===== config.mk =====
export PLATFORM = sky130hd
export DESIGN_NAME = elc_exception_ctrl
export DESIGN_NICKNAME = d
export VERILOG_FILES = /design/src/rtl/elc_recovery_counter.v /design/src/rtl/elc_exception_ctrl.v
export VERILOG_INCLUDE_DIRS = /design/src /design/src/rtl
export SDC_FILE = /design/constraint.sdc
export NUM_CORES = 1
export LEC_CHECK = 0
export BUFFER_PORTS_ARGS = -buffer_cell sky130_fd_sc_hd__buf_4
export CAP_MARGIN = 20
export CORE_ASPECT_RATIO = 1.2
export CORE_MARGIN = 5
export CORE_UTILIZATION = 41
export CTS_CLUSTER_DIAMETER = 200
export CTS_CLUSTER_SIZE = 25
export DETAILED_ROUTE_END_ITERATION = 8
export PLACE_DENSITY_LB_ADDON = 0.12
export SETUP_SLACK_MARGIN = 0.5
export SYNTH_ARGS = -nofsm -noshare
export SYNTH_HDL_FRONTEND = slang
export SYNTH_SLANG_ARGS = --single-unit

===== constraint.sdc =====
create_clock -name core_clk_i -period 2.2 [get_ports core_clk_i]
set_clock_uncertainty 0.1 [all_clocks]
set_input_delay 0.44 -clock core_clk_i [delete_from_list [all_inputs] [get_ports core_clk_i]]
set_output_delay 0.44 -clock core_clk_i [all_outputs]
set_load 0.02 [all_outputs]

===== src/rtl/elc_defines.vh =====
// constants for the exception and low-power controller
`ifndef ELC_DEFINES_VH
`define ELC_DEFINES_VH
`define ELC_NUM_IRQ        8
`define ELC_IRQ_W          3
`define ELC_CNT_W          12
`define ELC_REC_LONG       12'hFFF
`define ELC_REC_SHORT      12'h01F
`define ELC_VEC_NONE       4'h0
`define ELC_VEC_SWI        4'h1
`define ELC_VEC_RESET      4'h2
`define ELC_VEC_IRQ_BASE   4'h8
`endif


===== src/rtl/elc_recovery_counter.v =====
// twelve-bit counter timing stop recovery on the oscillator falling edge
`timescale 1ns/1ps
module elc_recovery_counter (
   // clock and reset
   input  wire        core_clk_i,
   input  wire        reset_i,
   // control
   input  wire        clear_i,
   input  wire        short_i,
   // status
   output reg         done_o
);
`include "elc_defines.vh"
   reg [`ELC_CNT_W-1:0] cnt_q;
   wire [`ELC_CNT_W-1:0] limit;
   assign limit = short_i ? `ELC_REC_SHORT : `ELC_REC_LONG;
   // counts on falling edge; held clear while in stop
   always @(negedge core_clk_i or posedge reset_i) begin
      if (reset_i) begin
         cnt_q  <= 12'h000;
         done_o <= 1'b0;
      end else if (clear_i) begin
         cnt_q  <= 12'h000;
         done_o <= 1'b0;
      end else if (!done_o) begin
         cnt_q  <= cnt_q + 12'h001;
         done_o <= (cnt_q == limit); // 4096 or 32 cycles
      end
   end
endmodule


===== src/rtl/elc_exception_ctrl.v =====
// exception arbitration and wait/stop sequencing for the cpu core
`timescale 1ns/1ps
`include "elc_defines.vh"
module elc_exception_ctrl (
   // clock and reset
   input  wire        core_clk_i,
   input  wire        reset_i,
   // cpu core handshake
   input  wire        instr_done_i,
   input  wire        swi_instr_i,
   input  wire        rti_instr_i,
   input  wire        wait_instr_i,
   input  wire        stop_instr_i,
   input  wire        mask_bit_i,
   input  wire        stack_done_i,
   // interrupt sources (pins, synchronised here)
   input  wire [7:0]  irq_req_i,
   input  wire [7:0]  irq_en_i,
   input  wire        break_req_i,
   input  wire        sys_reset_req_i,
   // option and control bits
   input  wire        stop_enable_option_i,
   input  wire        short_recovery_option_i,
   input  wire        watchdog_disable_option_i,
   input  wire        break_clear_flag_enable_i,
   input  wire        break_flag_wr_i,
   input  wire        break_flag_wdata_i,
   // module flag clearing
   input  wire        flag_clear_req_i,
   input  wire        flag_step1_i,
   input  wire        flag_step2_i,
   // cpu outputs
   output reg         irq_take_o,
   output reg  [3:0]  vector_sel_o,
   output reg         stack_pc_minus1_o,
   output reg         stack_index_high_o,
   output reg         set_mask_o,
   output reg         clear_mask_o,
   output reg         restore_regs_o,
   output reg         cpu_clk_en_o,
   output reg         periph_clk_en_o,
   output reg         osc_clk_en_o,
   output reg         watchdog_run_o,
   output reg         illegal_opcode_reset_o,
   output reg         in_break_o,
   output reg         break_stop_wait_flag_o,
   output reg         flag_clear_ok_o
);
   // one-hot sequencer states
   localparam [4:0] ST_RUN   = 5'b00001;
   localparam [4:0] ST_WAIT  = 5'b00010;
   localparam [4:0] ST_STOP  = 5'b00100;
   localparam [4:0] ST_RECOV = 5'b01000;
   localparam [4:0] ST_STACK = 5'b10000;

   // priority encoder: lowest index wins
   function [3:0] elc_pick;
      input [7:0] pend;
      integer i;
      begin
         elc_pick = `ELC_VEC_NONE;
         for (i = 7; i >= 0; i = i - 1)
            if (pend[i])
               elc_pick = `ELC_VEC_IRQ_BASE | i[3:0];
      end
   endfunction

   // wake vector: break outranks any pending module request
   function [3:0] elc_wake_vec;
      input       brk;
      input [3:0] hw_vec;
      begin
         elc_wake_vec = brk ? `ELC_VEC_SWI : hw_vec;
      end
   endfunction

   // wait or stop proper, before any recovery starts
   function elc_sleeping;
      input [4:0] st;
      begin
         elc_sleeping = (st == ST_WAIT) || (st == ST_STOP);
      end
   endfunction

   // two-flop synchronisers for pin-side requests; only stage two is read
   reg [7:0] irq_s1_q;
   reg [7:0] irq_s2_q;
   reg       brk_s1_q;
   reg       brk_s2_q;
   reg       rst_s1_q;
   reg       rst_s2_q;

   // module interrupt request lines
   always @(posedge core_clk_i or posedge reset_i) begin
      if (reset_i) begin
         irq_s1_q <= 8'h00;
         irq_s2_q <= 8'h00;
      end else begin
         irq_s1_q <= irq_req_i;
         irq_s2_q <= irq_s1_q;
      end
   end

   // break request from the break module
   always @(posedge core_clk_i or posedge reset_i) begin
      if (reset_i) begin
         brk_s1_q <= 1'b0;
         brk_s2_q <= 1'b0;
      end else begin
         brk_s1_q <= break_req_i;
         brk_s2_q <= brk_s1_q;
      end
   end

   // any reset source; costs two cycles before the vector switches
   always @(posedge core_clk_i or posedge reset_i) begin
      if (reset_i) begin
         rst_s1_q <= 1'b0;
         rst_s2_q <= 1'b0;
      end else begin
         rst_s1_q <= sys_reset_req_i;
         rst_s2_q <= rst_s1_q;
      end
   end

   // sequencer state and latched arbitration
   reg [4:0] state_q;
   reg [3:0] latched_q;      // arbitration result held until serviced
   reg       latch_swi_q;
   reg       step1_q;        // first step of a two-step clear seen
   reg       recov_clear_q;
   wire      rec_done;

   // enabled requests and their arbitration result
   wire [7:0] pend_en  = irq_s2_q & irq_en_i;
   wire [3:0] pick     = elc_pick(pend_en);
   wire       hw_ok    = !mask_bit_i && (pick != `ELC_VEC_NONE);
   wire       wake_any = (pend_en != 8'h00) || brk_s2_q;

   // counter cleared in stop, released when recovery starts
   elc_recovery_counter u_rec (
      .core_clk_i (core_clk_i),
      .reset_i    (reset_i),
      .clear_i    (recov_clear_q),
      .short_i    (short_recovery_option_i),
      .done_o     (rec_done)
   );

   // main exception and low-power sequencer
   // reset first, then break > swi > stop > wait > module request
   always @(posedge core_clk_i or posedge reset_i) begin
      if (reset_i) begin
         state_q                <= ST_RUN;
         latched_q              <= `ELC_VEC_NONE;
         latch_swi_q            <= 1'b0;
         recov_clear_q          <= 1'b1;
         irq_take_o             <= 1'b0;
         vector_sel_o           <= `ELC_VEC_NONE;
         stack_pc_minus1_o      <= 1'b0;
         stack_index_high_o     <= 1'b0;
         set_mask_o             <= 1'b0;
         clear_mask_o           <= 1'b0;
         restore_regs_o         <= 1'b0;
         cpu_clk_en_o           <= 1'b1;
         periph_clk_en_o        <= 1'b1;
         osc_clk_en_o           <= 1'b1;
         illegal_opcode_reset_o <= 1'b0;
         in_break_o             <= 1'b0;
      end else begin
         irq_take_o             <= 1'b0;
         set_mask_o             <= 1'b0;
         clear_mask_o           <= 1'b0;
         restore_regs_o         <= rti_instr_i && instr_done_i;
         stack_index_high_o     <= 1'b0; // never pushed
         illegal_opcode_reset_o <= 1'b0;
         if (rst_s2_q) begin
            // reset bypasses arbitration entirely
            // clocks restored so the reset vector can be fetched
            state_q         <= ST_RUN;
            latched_q       <= `ELC_VEC_NONE;
            latch_swi_q     <= 1'b0;
            vector_sel_o    <= `ELC_VEC_RESET;
            cpu_clk_en_o    <= 1'b1;
            periph_clk_en_o <= 1'b1;
            osc_clk_en_o    <= 1'b1;
            recov_clear_q   <= 1'b0;
            in_break_o      <= 1'b0;
         end else begin
            case (state_q)
               // decisions only at an instruction boundary
               ST_RUN: begin
                  recov_clear_q <= 1'b0;
                  if (instr_done_i) begin // only at a boundary
                     if (brk_s2_q) begin
                        latched_q   <= `ELC_VEC_SWI;
                        latch_swi_q <= 1'b1;
                        in_break_o  <= 1'b1;
                        state_q     <= ST_STACK;
                     end else if (swi_instr_i) begin
                        latched_q   <= `ELC_VEC_SWI; // mask ignored
                        latch_swi_q <= 1'b1;
                        state_q     <= ST_STACK;
                     end else if (stop_instr_i && !stop_enable_option_i) begin
                        illegal_opcode_reset_o <= 1'b1;
                     end else if (stop_instr_i) begin
                        clear_mask_o    <= 1'b1;
                        cpu_clk_en_o    <= 1'b0;
                        periph_clk_en_o <= 1'b0; // cpu, peripheral and oscillator enables all gated
                        osc_clk_en_o    <= 1'b0;
                        recov_clear_q   <= 1'b1;
                        state_q         <= ST_STOP;
                     end else if (wait_instr_i) begin
                        clear_mask_o <= 1'b1;
                        cpu_clk_en_o <= 1'b0; // peripherals stay on
                        state_q      <= ST_WAIT;
                     end else if (hw_ok) begin
                        // a return with pending request re-enters here
                        latched_q   <= pick;
                        latch_swi_q <= 1'b0;
                        state_q     <= ST_STACK;
                     end
                  end
               end
               // peripherals still clocked, any wake source ends it
               ST_WAIT: begin
                  if (wake_any) begin
                     cpu_clk_en_o <= 1'b1;
                     latched_q    <= elc_wake_vec(brk_s2_q, pick);
                     latch_swi_q  <= brk_s2_q;
                     in_break_o   <= brk_s2_q;
                     state_q      <= ST_STACK; // stacking next cycle
                  end
               end
               // everything halted; wake restarts the oscillator only
               ST_STOP: begin
                  if (wake_any) begin
                     osc_clk_en_o  <= 1'b1;
                     recov_clear_q <= 1'b0; // recovery begins
                     latched_q     <= elc_wake_vec(brk_s2_q, pick);
                     latch_swi_q   <= brk_s2_q;
                     in_break_o    <= brk_s2_q;
                     state_q       <= ST_RECOV;
                  end
               end
               // oscillator settling, timed by the recovery counter
               ST_RECOV: begin
                  if (rec_done) begin // stacking after timeout
                     // cpu and peripheral clocks return together
                     cpu_clk_en_o    <= 1'b1;
                     periph_clk_en_o <= 1'b1;
                     state_q         <= ST_STACK;
                  end
               end
               // take and vector stand until stacking is reported done
               ST_STACK: begin
                  irq_take_o        <= !stack_done_i; // low in the cycle after done
                  vector_sel_o      <= latched_q; // held constant
                  stack_pc_minus1_o <= !latch_swi_q;
                  if (stack_done_i) begin
                     set_mask_o <= 1'b1;
                     latched_q  <= `ELC_VEC_NONE;
                     state_q    <= ST_RUN;
                  end
               end
               default: begin
                  state_q   <= ST_RUN;
                  latched_q <= `ELC_VEC_NONE;
               end
            endcase
            // leaving break on return from the break routine
            if (rti_instr_i && instr_done_i)
               in_break_o <= 1'b0;
         end
      end
   end

   // watchdog keeps running in wait unless disabled
   // a stopped oscillator halts it along with everything else
   always @(posedge core_clk_i or posedge reset_i) begin
      if (reset_i)
         watchdog_run_o <= 1'b0;
      else
         watchdog_run_o <= !watchdog_disable_option_i && (state_q != ST_STOP)
                           && (state_q != ST_RECOV);
   end

   // break stop/wait flag: set beats the zero write
   always @(posedge core_clk_i or posedge reset_i) begin
      if (reset_i)
         break_stop_wait_flag_o <= 1'b0;
      else if (brk_s2_q && elc_sleeping(state_q))
         break_stop_wait_flag_o <= 1'b1;
      else if (break_flag_wr_i && !break_flag_wdata_i)
         break_stop_wait_flag_o <= 1'b0;
   end

   // first step of a two-step clear; survives break so step two can finish later
   always @(posedge core_clk_i or posedge reset_i) begin
      if (reset_i)
         step1_q <= 1'b0;
      else if (flag_step1_i)
         step1_q <= 1'b1;
      else if (flag_clear_ok_o)
         step1_q <= 1'b0;
   end

   // flag-clear gating; in break only the clear enable lets a clear through
   always @(posedge core_clk_i or posedge reset_i) begin
      if (reset_i)
         flag_clear_ok_o <= 1'b0;
      else if (in_break_o)
         flag_clear_ok_o <= break_clear_flag_enable_i && flag_clear_req_i;
      else
         flag_clear_ok_o <= flag_clear_req_i || (step1_q && flag_step2_i);
   end
endmodule


## After elaboration in Yosys (flattened, before gate mapping)

Index checks and enable logic that the tools add are counted.

- Output and inout bits: 18
- Bits in latches: 0
- Register bits: 62
- Bits of input ports: 36
- Bits in read-only memories: 0
- Bits in writable memories: 0
- Logic and storage cells: 203
- Memories kept: 0

- Magnitude comparators: 0
- Div/mod/pow operators: 0
- Shifts and indexed selects: 0
- Reduce and logical (&&, ||, !) cells: 38
- Eq/ne operators: 29
- Add/sub/neg operators: 1
- Multiplexer cells: 106
- Bitwise logic cells: 2
- Multipliers: 0

Operators by type and width:

| kind | count |
|---|---|
| $mux W4 | 21 |
| $mux W1 | 62 |
| $mux W5 | 12 |
| $mux W12 | 3 |
| $reduce_and A7 Y1 | 4 |
| $pmux W5 S5 | 1 |
| $ne A3 B3 Y1 const B | 8 |
| $ne A5 B5 Y1 const B | 4 |
| $pmux W4 S4 | 1 |
| $reduce_and A8 Y1 | 2 |
| $add A12 B1 Y12 const B | 1 |
| $eq A12 B12 Y1 | 1 |
| $ne A4 B4 Y1 const B | 3 |
| $reduce_bool A4 Y1 | 3 |
| $pmux W1 S2 | 5 |
| $logic_and A1 B1 Y1 | 9 |
| $reduce_bool A3 Y1 | 3 |
| $and A8 B8 Y8 | 1 |
| $reduce_bool A8 Y1 | 1 |
| $ne A7 B7 Y1 const B | 1 |
| $logic_not A1 Y1 | 6 |
| $reduce_bool A2 Y1 | 3 |
| $eq A5 B1 Y1 const B | 1 |
| $eq A5 B2 Y1 const B | 1 |
| other kinds (15) | 19 |

## Depth between registers and ports, before layout

Gate-level depths: netlist of run 1.

- Word-level depth: 20
- Depth in mapped cells: 8
- Depth with buffers taken out: 6

## Hierarchy

A second synthesis of run 1 with hierarchy kept.

- Cells, all modules: 267
- Area, all modules: 2,850.2 um^2

By module, submodules not included:

| module | times used | seq. area each (um^2) | cells each | area each (um^2) |
|---|---|---|---|---|
| elc_exception_ctrl | 1 | 1,232.4 | 196 | 2,145.8 |
| elc_recovery_counter | 1 | 325.3 | 71 | 704.4 |

==> results of run 1 <==
[routing by layer]
layer / up-vias / GRT usage / part of all wire
met5: - / 0 / 0
met2: 53 / 0.271 / 0.52
li1: 1152 / - / -
met3: 7 / 0.0548 / 0.053
met4: 0 / 0.0624 / 0.013
met1: 1189 / 0.208 / 0.41
[per-stage QoR]
| stage | setup TNS [ns] | util | std cells | instance area, um2 |
|---|---|---|---|---|
| 4_1_cts | -3.46 | 0.574 | 445 | 3930 |
| 5_1_grt | -4.87 | 0.605 | 453 | 4150 |
| 6_report | -3.80 | 0.605 | 453 | 4150 |
| 3_5_place_dp | -3.81 | 0.526 | 423 | 3610 |
| 3_3_place_gp | -3.42 | 0.526 | 423 | 3610 |
| 2_1_floorplan | -3.64 | - | 269 | 3010 |
[cell families after synthesis]
logic type | after synthesis
AOI/OAI and AO/OA | 62
xor gates and xnor gates | 10
adders and majority gates | 1
buffers and inverters | 23
DFF | 62
muxes | 7
other | 1
and+or+nand+nor | 103
[cells in the mapped netlist (all sizes together) (2+ instances only)]
cell type	instances	share of area
a211oi	2	0.0070
a21oi	11	0.019
a22o	6	0.018
a22oi	3	0.0078
a31oi	6	0.013
and2	4	0.0087
buf	7	0.019
clkbuf	6	0.0078
dfrtn	13	0.11
dfrtp	44	0.38
dfstp	5	0.046
inv	10	0.013
mux2	4	0.020
mux2i	3	0.010
nand2	23	0.031
nand2b	2	0.0043
nand3	7	0.014
nand4	4	0.0087
nand4b	2	0.0061
nor2	28	0.038
nor2b	8	0.018
nor3	7	0.012
nor3b	3	0.012
nor4	6	0.020
nor4b	3	0.0091
o211ai	2	0.0052
o21ai	11	0.019
o21bai	2	0.0052
o22a	3	0.0096
o22ai	2	0.0043
o31ai	2	0.0052
o41ai	2	0.0061
or3	3	0.0065
xnor2	5	0.015
xor2	5	0.015
[power breakdown]
part	leakage (nW)	internal (mW)	switching [mW]	total, mW
Combinational	1.04	0.671	0.639	1.31
Clock	0.0902	0.419	0.496	0.915
Sequential	0.762	1.33	0.186	1.52
[registers in the layout (all words and copies together) (netlist names), 4 cells and up]
signal / cells
state_q: 5
u_rec.cnt_q: 12
vector_sel_o: 4
irq_s2_q: 8
latched_q: 4
irq_s1_q: 8
[final timing paths]
check                                     startpoint                          end
max in group asynchronous                    reset_i   u_rec.cnt_q[6]$_DFFE_NP0P_
min in group asynchronous                    reset_i    recov_clear_q$_DFFE_PP1P_
min reg2reg                       brk_s1_q$_DFF_PP0_           brk_s2_q$_DFF_PP0_
max                        recov_clear_q$_DFFE_PP1P_  u_rec.cnt_q[10]$_DFFE_NP0P_
min                                     irq_req_i[1]        irq_s1_q[1]$_DFF_PP0_
max reg2reg                recov_clear_q$_DFFE_PP1P_  u_rec.cnt_q[10]$_DFFE_NP0P_
[repair_timing]
| action | 4_1_cts | 5_1_grt |
|---|---|---|
| cloned | 0 | 1 |
| pin swaps | 14 | 10 |
| setup endpoints to repair | 29 | 30 |
| setup buffers | 6 | 7 |
| resized for setup | 21 | 29 |
[final cells by class]
type | count | area (um2)
clock buffers | 9 | 124
clock inverters | 7 | 56.3
fillers | 579 | 2710
inverters | 10 | 46.3
multi-input cells | 184 | 1480
flip-flops and latches | 62 | 1560
well taps | 87 | 109
repair buffers | 94 | 763
==> qor.yml, run 1 <==
clock_network:
  cts_root_buffer: "clkbuf_8"
  hold_buffers: 0
  clockBufferDepth: 2
  tritoncts: "built"
  clock_latency_ns: 0.34
  cts_made_buffers: 9
  cts_sinks: 62
  htree_levels: 3
  clk_pin_slew_worst_paths_ns: 0.08
setup_path:
  reg2reg_slack_ns: -0.32
  crit_cells: 5
  endpoint_kind: "flop"
  critical_path_arrival_ns: 1.50
  crit_required_ns: 1.18
  startpoint_type: "flop"
  cp.buffers_inverters: 0
  cp_max_fo: 4
  path_delay_family: "flip-flops"
  critPathMaxStageDelay_ns: 0.56
  crit_chain: "o21bai_4 > nor3_2 > nand4_1 > xor2_1 > nor2_1"
  crit_path_top_delay_cell: "dfstp_2"
  setup.worst_path.class: "flop to flop"
  ff2ff_path_depth: 5
power_and_ir_drop:
  power_density_nw_per_um2: 903
  ir_drop_mv: 0.507
  p_leak_nw: 1.90
  total_power_mw: 3.75
logic_synthesis:
  netlist_instances: 269
  ys.flop_type: "dfrtp_1"
  synth_top_family_by_area: "simple AND/OR/NAND/NOR gates"
  synth_nets: 306
  syn_area_um2: 2880
  muxShareOfSynthArea: 0.0300
  synth-xor-area-share: 0.0304
  synthAdderAreaFrac: 0.00434
  synth_seq_cells: 62
  synth_compound_area_frac: 0.157
  synth_simple_gate_area_share: 0.196
  postSynthAreaPerCell_um2: 10.7
  async_reset_ff_frac: 1.00
  yosysUniqueCellTypes: 62
  seq_area_frac_synth: 0.541
  synth_edf_count: 0
  synth_warnings: 0
floorplan:
  io_pins: 54
  die_w_um: 86.5
  die_y_um: 102
  start_util: 0.420
  dieArea_um2: 8810
  coreArea_um2: 6850
  num_rows: 33
flow_run:
  cap_violations: 0
global_route:
  antenna_found_initial: 0
  grt_max_degree: 39
  grtUsageTotal: 0.167
  first_global_vias: 2411
  overflow: 0
  grt_pass1_wl_mm: 11.4
cells_and_area:
  layout_commonest_cell: "buf_4"
  nets: 398
  diodes: 0
  areaGrowthSynthToFinish_pct: 44.0
  layout_common_cells: "87 x buf_4, 39 x dfrtp_1, 25 x nor2_1"
  drive_gt1_frac: 0.470
sta:
  setup_viol: 20
  fin_hold_ws_ns: 0.0918
  rsz0062_at_grt: "yes"
  final-hold-violation-count: 0
  max_slew_margin: 0.640
  worstMarginPinSlew_ns: 0.538
  fin_ws_ns: -0.320
  drv_slew: 0
detailed_routing:
  detail_route.iter0.violations: 61
  detail_route.wl_per_cell_um: 15.6
  vias: 2401
  drt.antenna.violating_nets: 0
  viasPerCell: 5.30
  drcViolationCount: 0
  drt_wl_total_mm: 7.08
  firstDrtPassIters: 4
placed_design:
  port_buffers: 52
  dp_hpwl_mm: 4.98
  pre_cts_ws_ns: -0.353
  routabilityCongestion: 0.828
hold_path:
  hold_class: "input port to flop"
  hold_depth: 1
status:
  status: "complete, but fails checks"
  violations: "setup timing"
No activity file was read; power rests on OpenSTA's default activity.
==> inputs of run 2 (changes only) <==
- clock period: 2.2 -> 3 ns (I/O delays scaled with it)
==> qor.yml, run 2 (synthesis gave the netlist of run 1 again) <==
floorplan:
  num_rows: 33
  coreArea_um2: 6850
  start_util: 0.420
  io_pins: 54
  dieArea_um2: 8810
  die_w_um: 86.5
  die_y_um: 102
sta:
  drv_slew: 0
  tns_ns: 0
  fin_hold_ws_ns: 0.144
  rsz0062_at_grt: "yes"
  max_slew_margin: 0.650
  final-hold-violation-count: 0
  fin_ws_ns: 0.0767
  worstMarginPinSlew_ns: 0.523
  setup_viol: 0
cells_and_area:
  layout_commonest_cell: "buf_4"
  nets: 370
  fin_area_um2: 3730
  diodes: 0
  layout_common_cells: "64 x buf_4, 44 x dfrtp_1, 26 x nor2_1"
  post-route-util: 0.545
  drive_gt1_frac: 0.349
  areaGrowthSynthToFinish_pct: 29.6
  max_flop_register: "u_rec.cnt_q"
  fillers: 661
  largest_register_ffs: 12
  largestRegisters: "u_rec.cnt_q (12), irq_s1_q (8), irq_s2_q (8)"
setup_path:
  crit_chain: "inv_6 > and3_4 > a31oi_4 > a31oi_1 > o22a_1 > o22a_1"
  startpoint_type: "flop"
  cp_common_cell: "o22a_1"
  crit_path_top_delay_cell: "dfrtn_1"
  setup.worst_path.class: "flop to flop"
  critPathMaxStageDelay_ns: 0.47
  cp_max_fo: 3
  crit_required_ns: 3.18
  endpoint_kind: "flop"
  ff2ff_path_depth: 6
  critical_path_arrival_ns: 3.11
detailed_routing:
  firstDrtPassIters: 4
  viasPerCell: 5.34
  drt_wl_total_mm: 6.55
  drcViolationCount: 0
  detail_route.iter0.violations: 65
  drt.antenna.violating_nets: 0
  vias: 2270
  detail_route.wl_per_cell_um: 15.4
clock_network:
  cts_sinks: 62
  htree_levels: 3
  clock_latency_ns: 0.35
  tritoncts: "built"
  cts_root_buffer: "clkbuf_8"
  clockBufferDepth: 2
  cts_made_buffers: 9
  clk_pin_slew_worst_paths_ns: 0.08
placed_design:
  pre_cts_ws_ns: 0.0578
  dp_hpwl_mm: 4.74
  port_buffers: 52
  post_dp_cell_area_um2: 3460
  routabilityCongestion: 0.835
global_route:
  overflow: 0
  antenna_found_initial: 0
  first_global_vias: 2299
  grtUsageTotal: 0.161
  grt_max_degree: 38
  grt_pass1_wl_mm: 11.0
status:
  status: "complete, no violations"
flow_run:
  cap_violations: 0
power_and_ir_drop:
  ir_drop_mv: 0.331
  power_density_nw_per_um2: 686
  p_leak_nw: 1.71
hold_path:
  hold_class: "input port to asynchronous set/reset pin"
==> run 2: critical path, delay by kind of cell (launching register included) <==
kind                   cells  cell delay [ns]
AO/OA/AOI/OAI              4             0.59
buffers and inverters      1             0.05
flip-flops                 1             0.47
AND/OR/NAND/NOR            1             0.16
==> run 2: routing by layer <==
layer,up-vias,track usage,routed length [um],share of wire
met1,1101,0.202,2730,0.42
met3,15,0.0339,370,0.057
li1,1092,-,-,-
met5,-,0,0,0
met2,62,0.263,3290,0.50
met4,0,0.0779,155,0.024
==> run 2: path summary, 6_finish.rpt <==
kind,end,slack [ns],from
max,periph_clk_en_o$_DFFE_PP1P_,0.08,u_rec.done_o$_DFF_NP0_
max in group asynchronous,u_rec.cnt_q[5]$_DFFE_NP0P_,0.98,reset_i
min,brk_s1_q$_DFF_PP0_,0.14,reset_i
min reg2reg,irq_s2_q[4]$_DFF_PP0_,0.25,irq_s1_q[4]$_DFF_PP0_
min in group core_clk_i,irq_s2_q[4]$_DFF_PP0_,0.25,irq_s1_q[4]$_DFF_PP0_
max reg2reg,periph_clk_en_o$_DFFE_PP1P_,0.08,u_rec.done_o$_DFF_NP0_
==> run 2: repair_timing <==
item / 4_1_cts / 5_1_grt
pin swaps: 8 / 3
hold buffers: 0 / 0
buffers inserted: 2 / 3
setup endpoints to repair: 20 / 24
gates resized for setup: 10 / 2
==> run 2: cell type report <==
type | instances | area [um2] | share of cell area
sequential | 62 | 1560 | 0.417
multi-input combinational | 184 | 1340 | 0.358
tap | 87 | 109 | 0.0292
clock inverter | 7 | 56.3 | 0.0151
clock buffer | 9 | 124 | 0.0332
inverter | 10 | 46.3 | 0.0124
timing repair buffer | 66 | 503 | 0.135
==> run 2: power breakdown <==
group	internal, mW	total, mW	switching (mW)
logic	0.366	0.779	0.413
clock network	0.309	0.675	0.366
registers	0.977	1.11	0.130
total	1.65	2.56	0.909
==> run 2: stage by stage <==
stage | cells | total power, mW
after detailed placement | 404 | 1.86
after global routing | 425 | 2.71
final | 425 | 2.56
after floorplan | 269 | 1.63
after CTS | 422 | 2.56
after global placement | 404 | 1.85
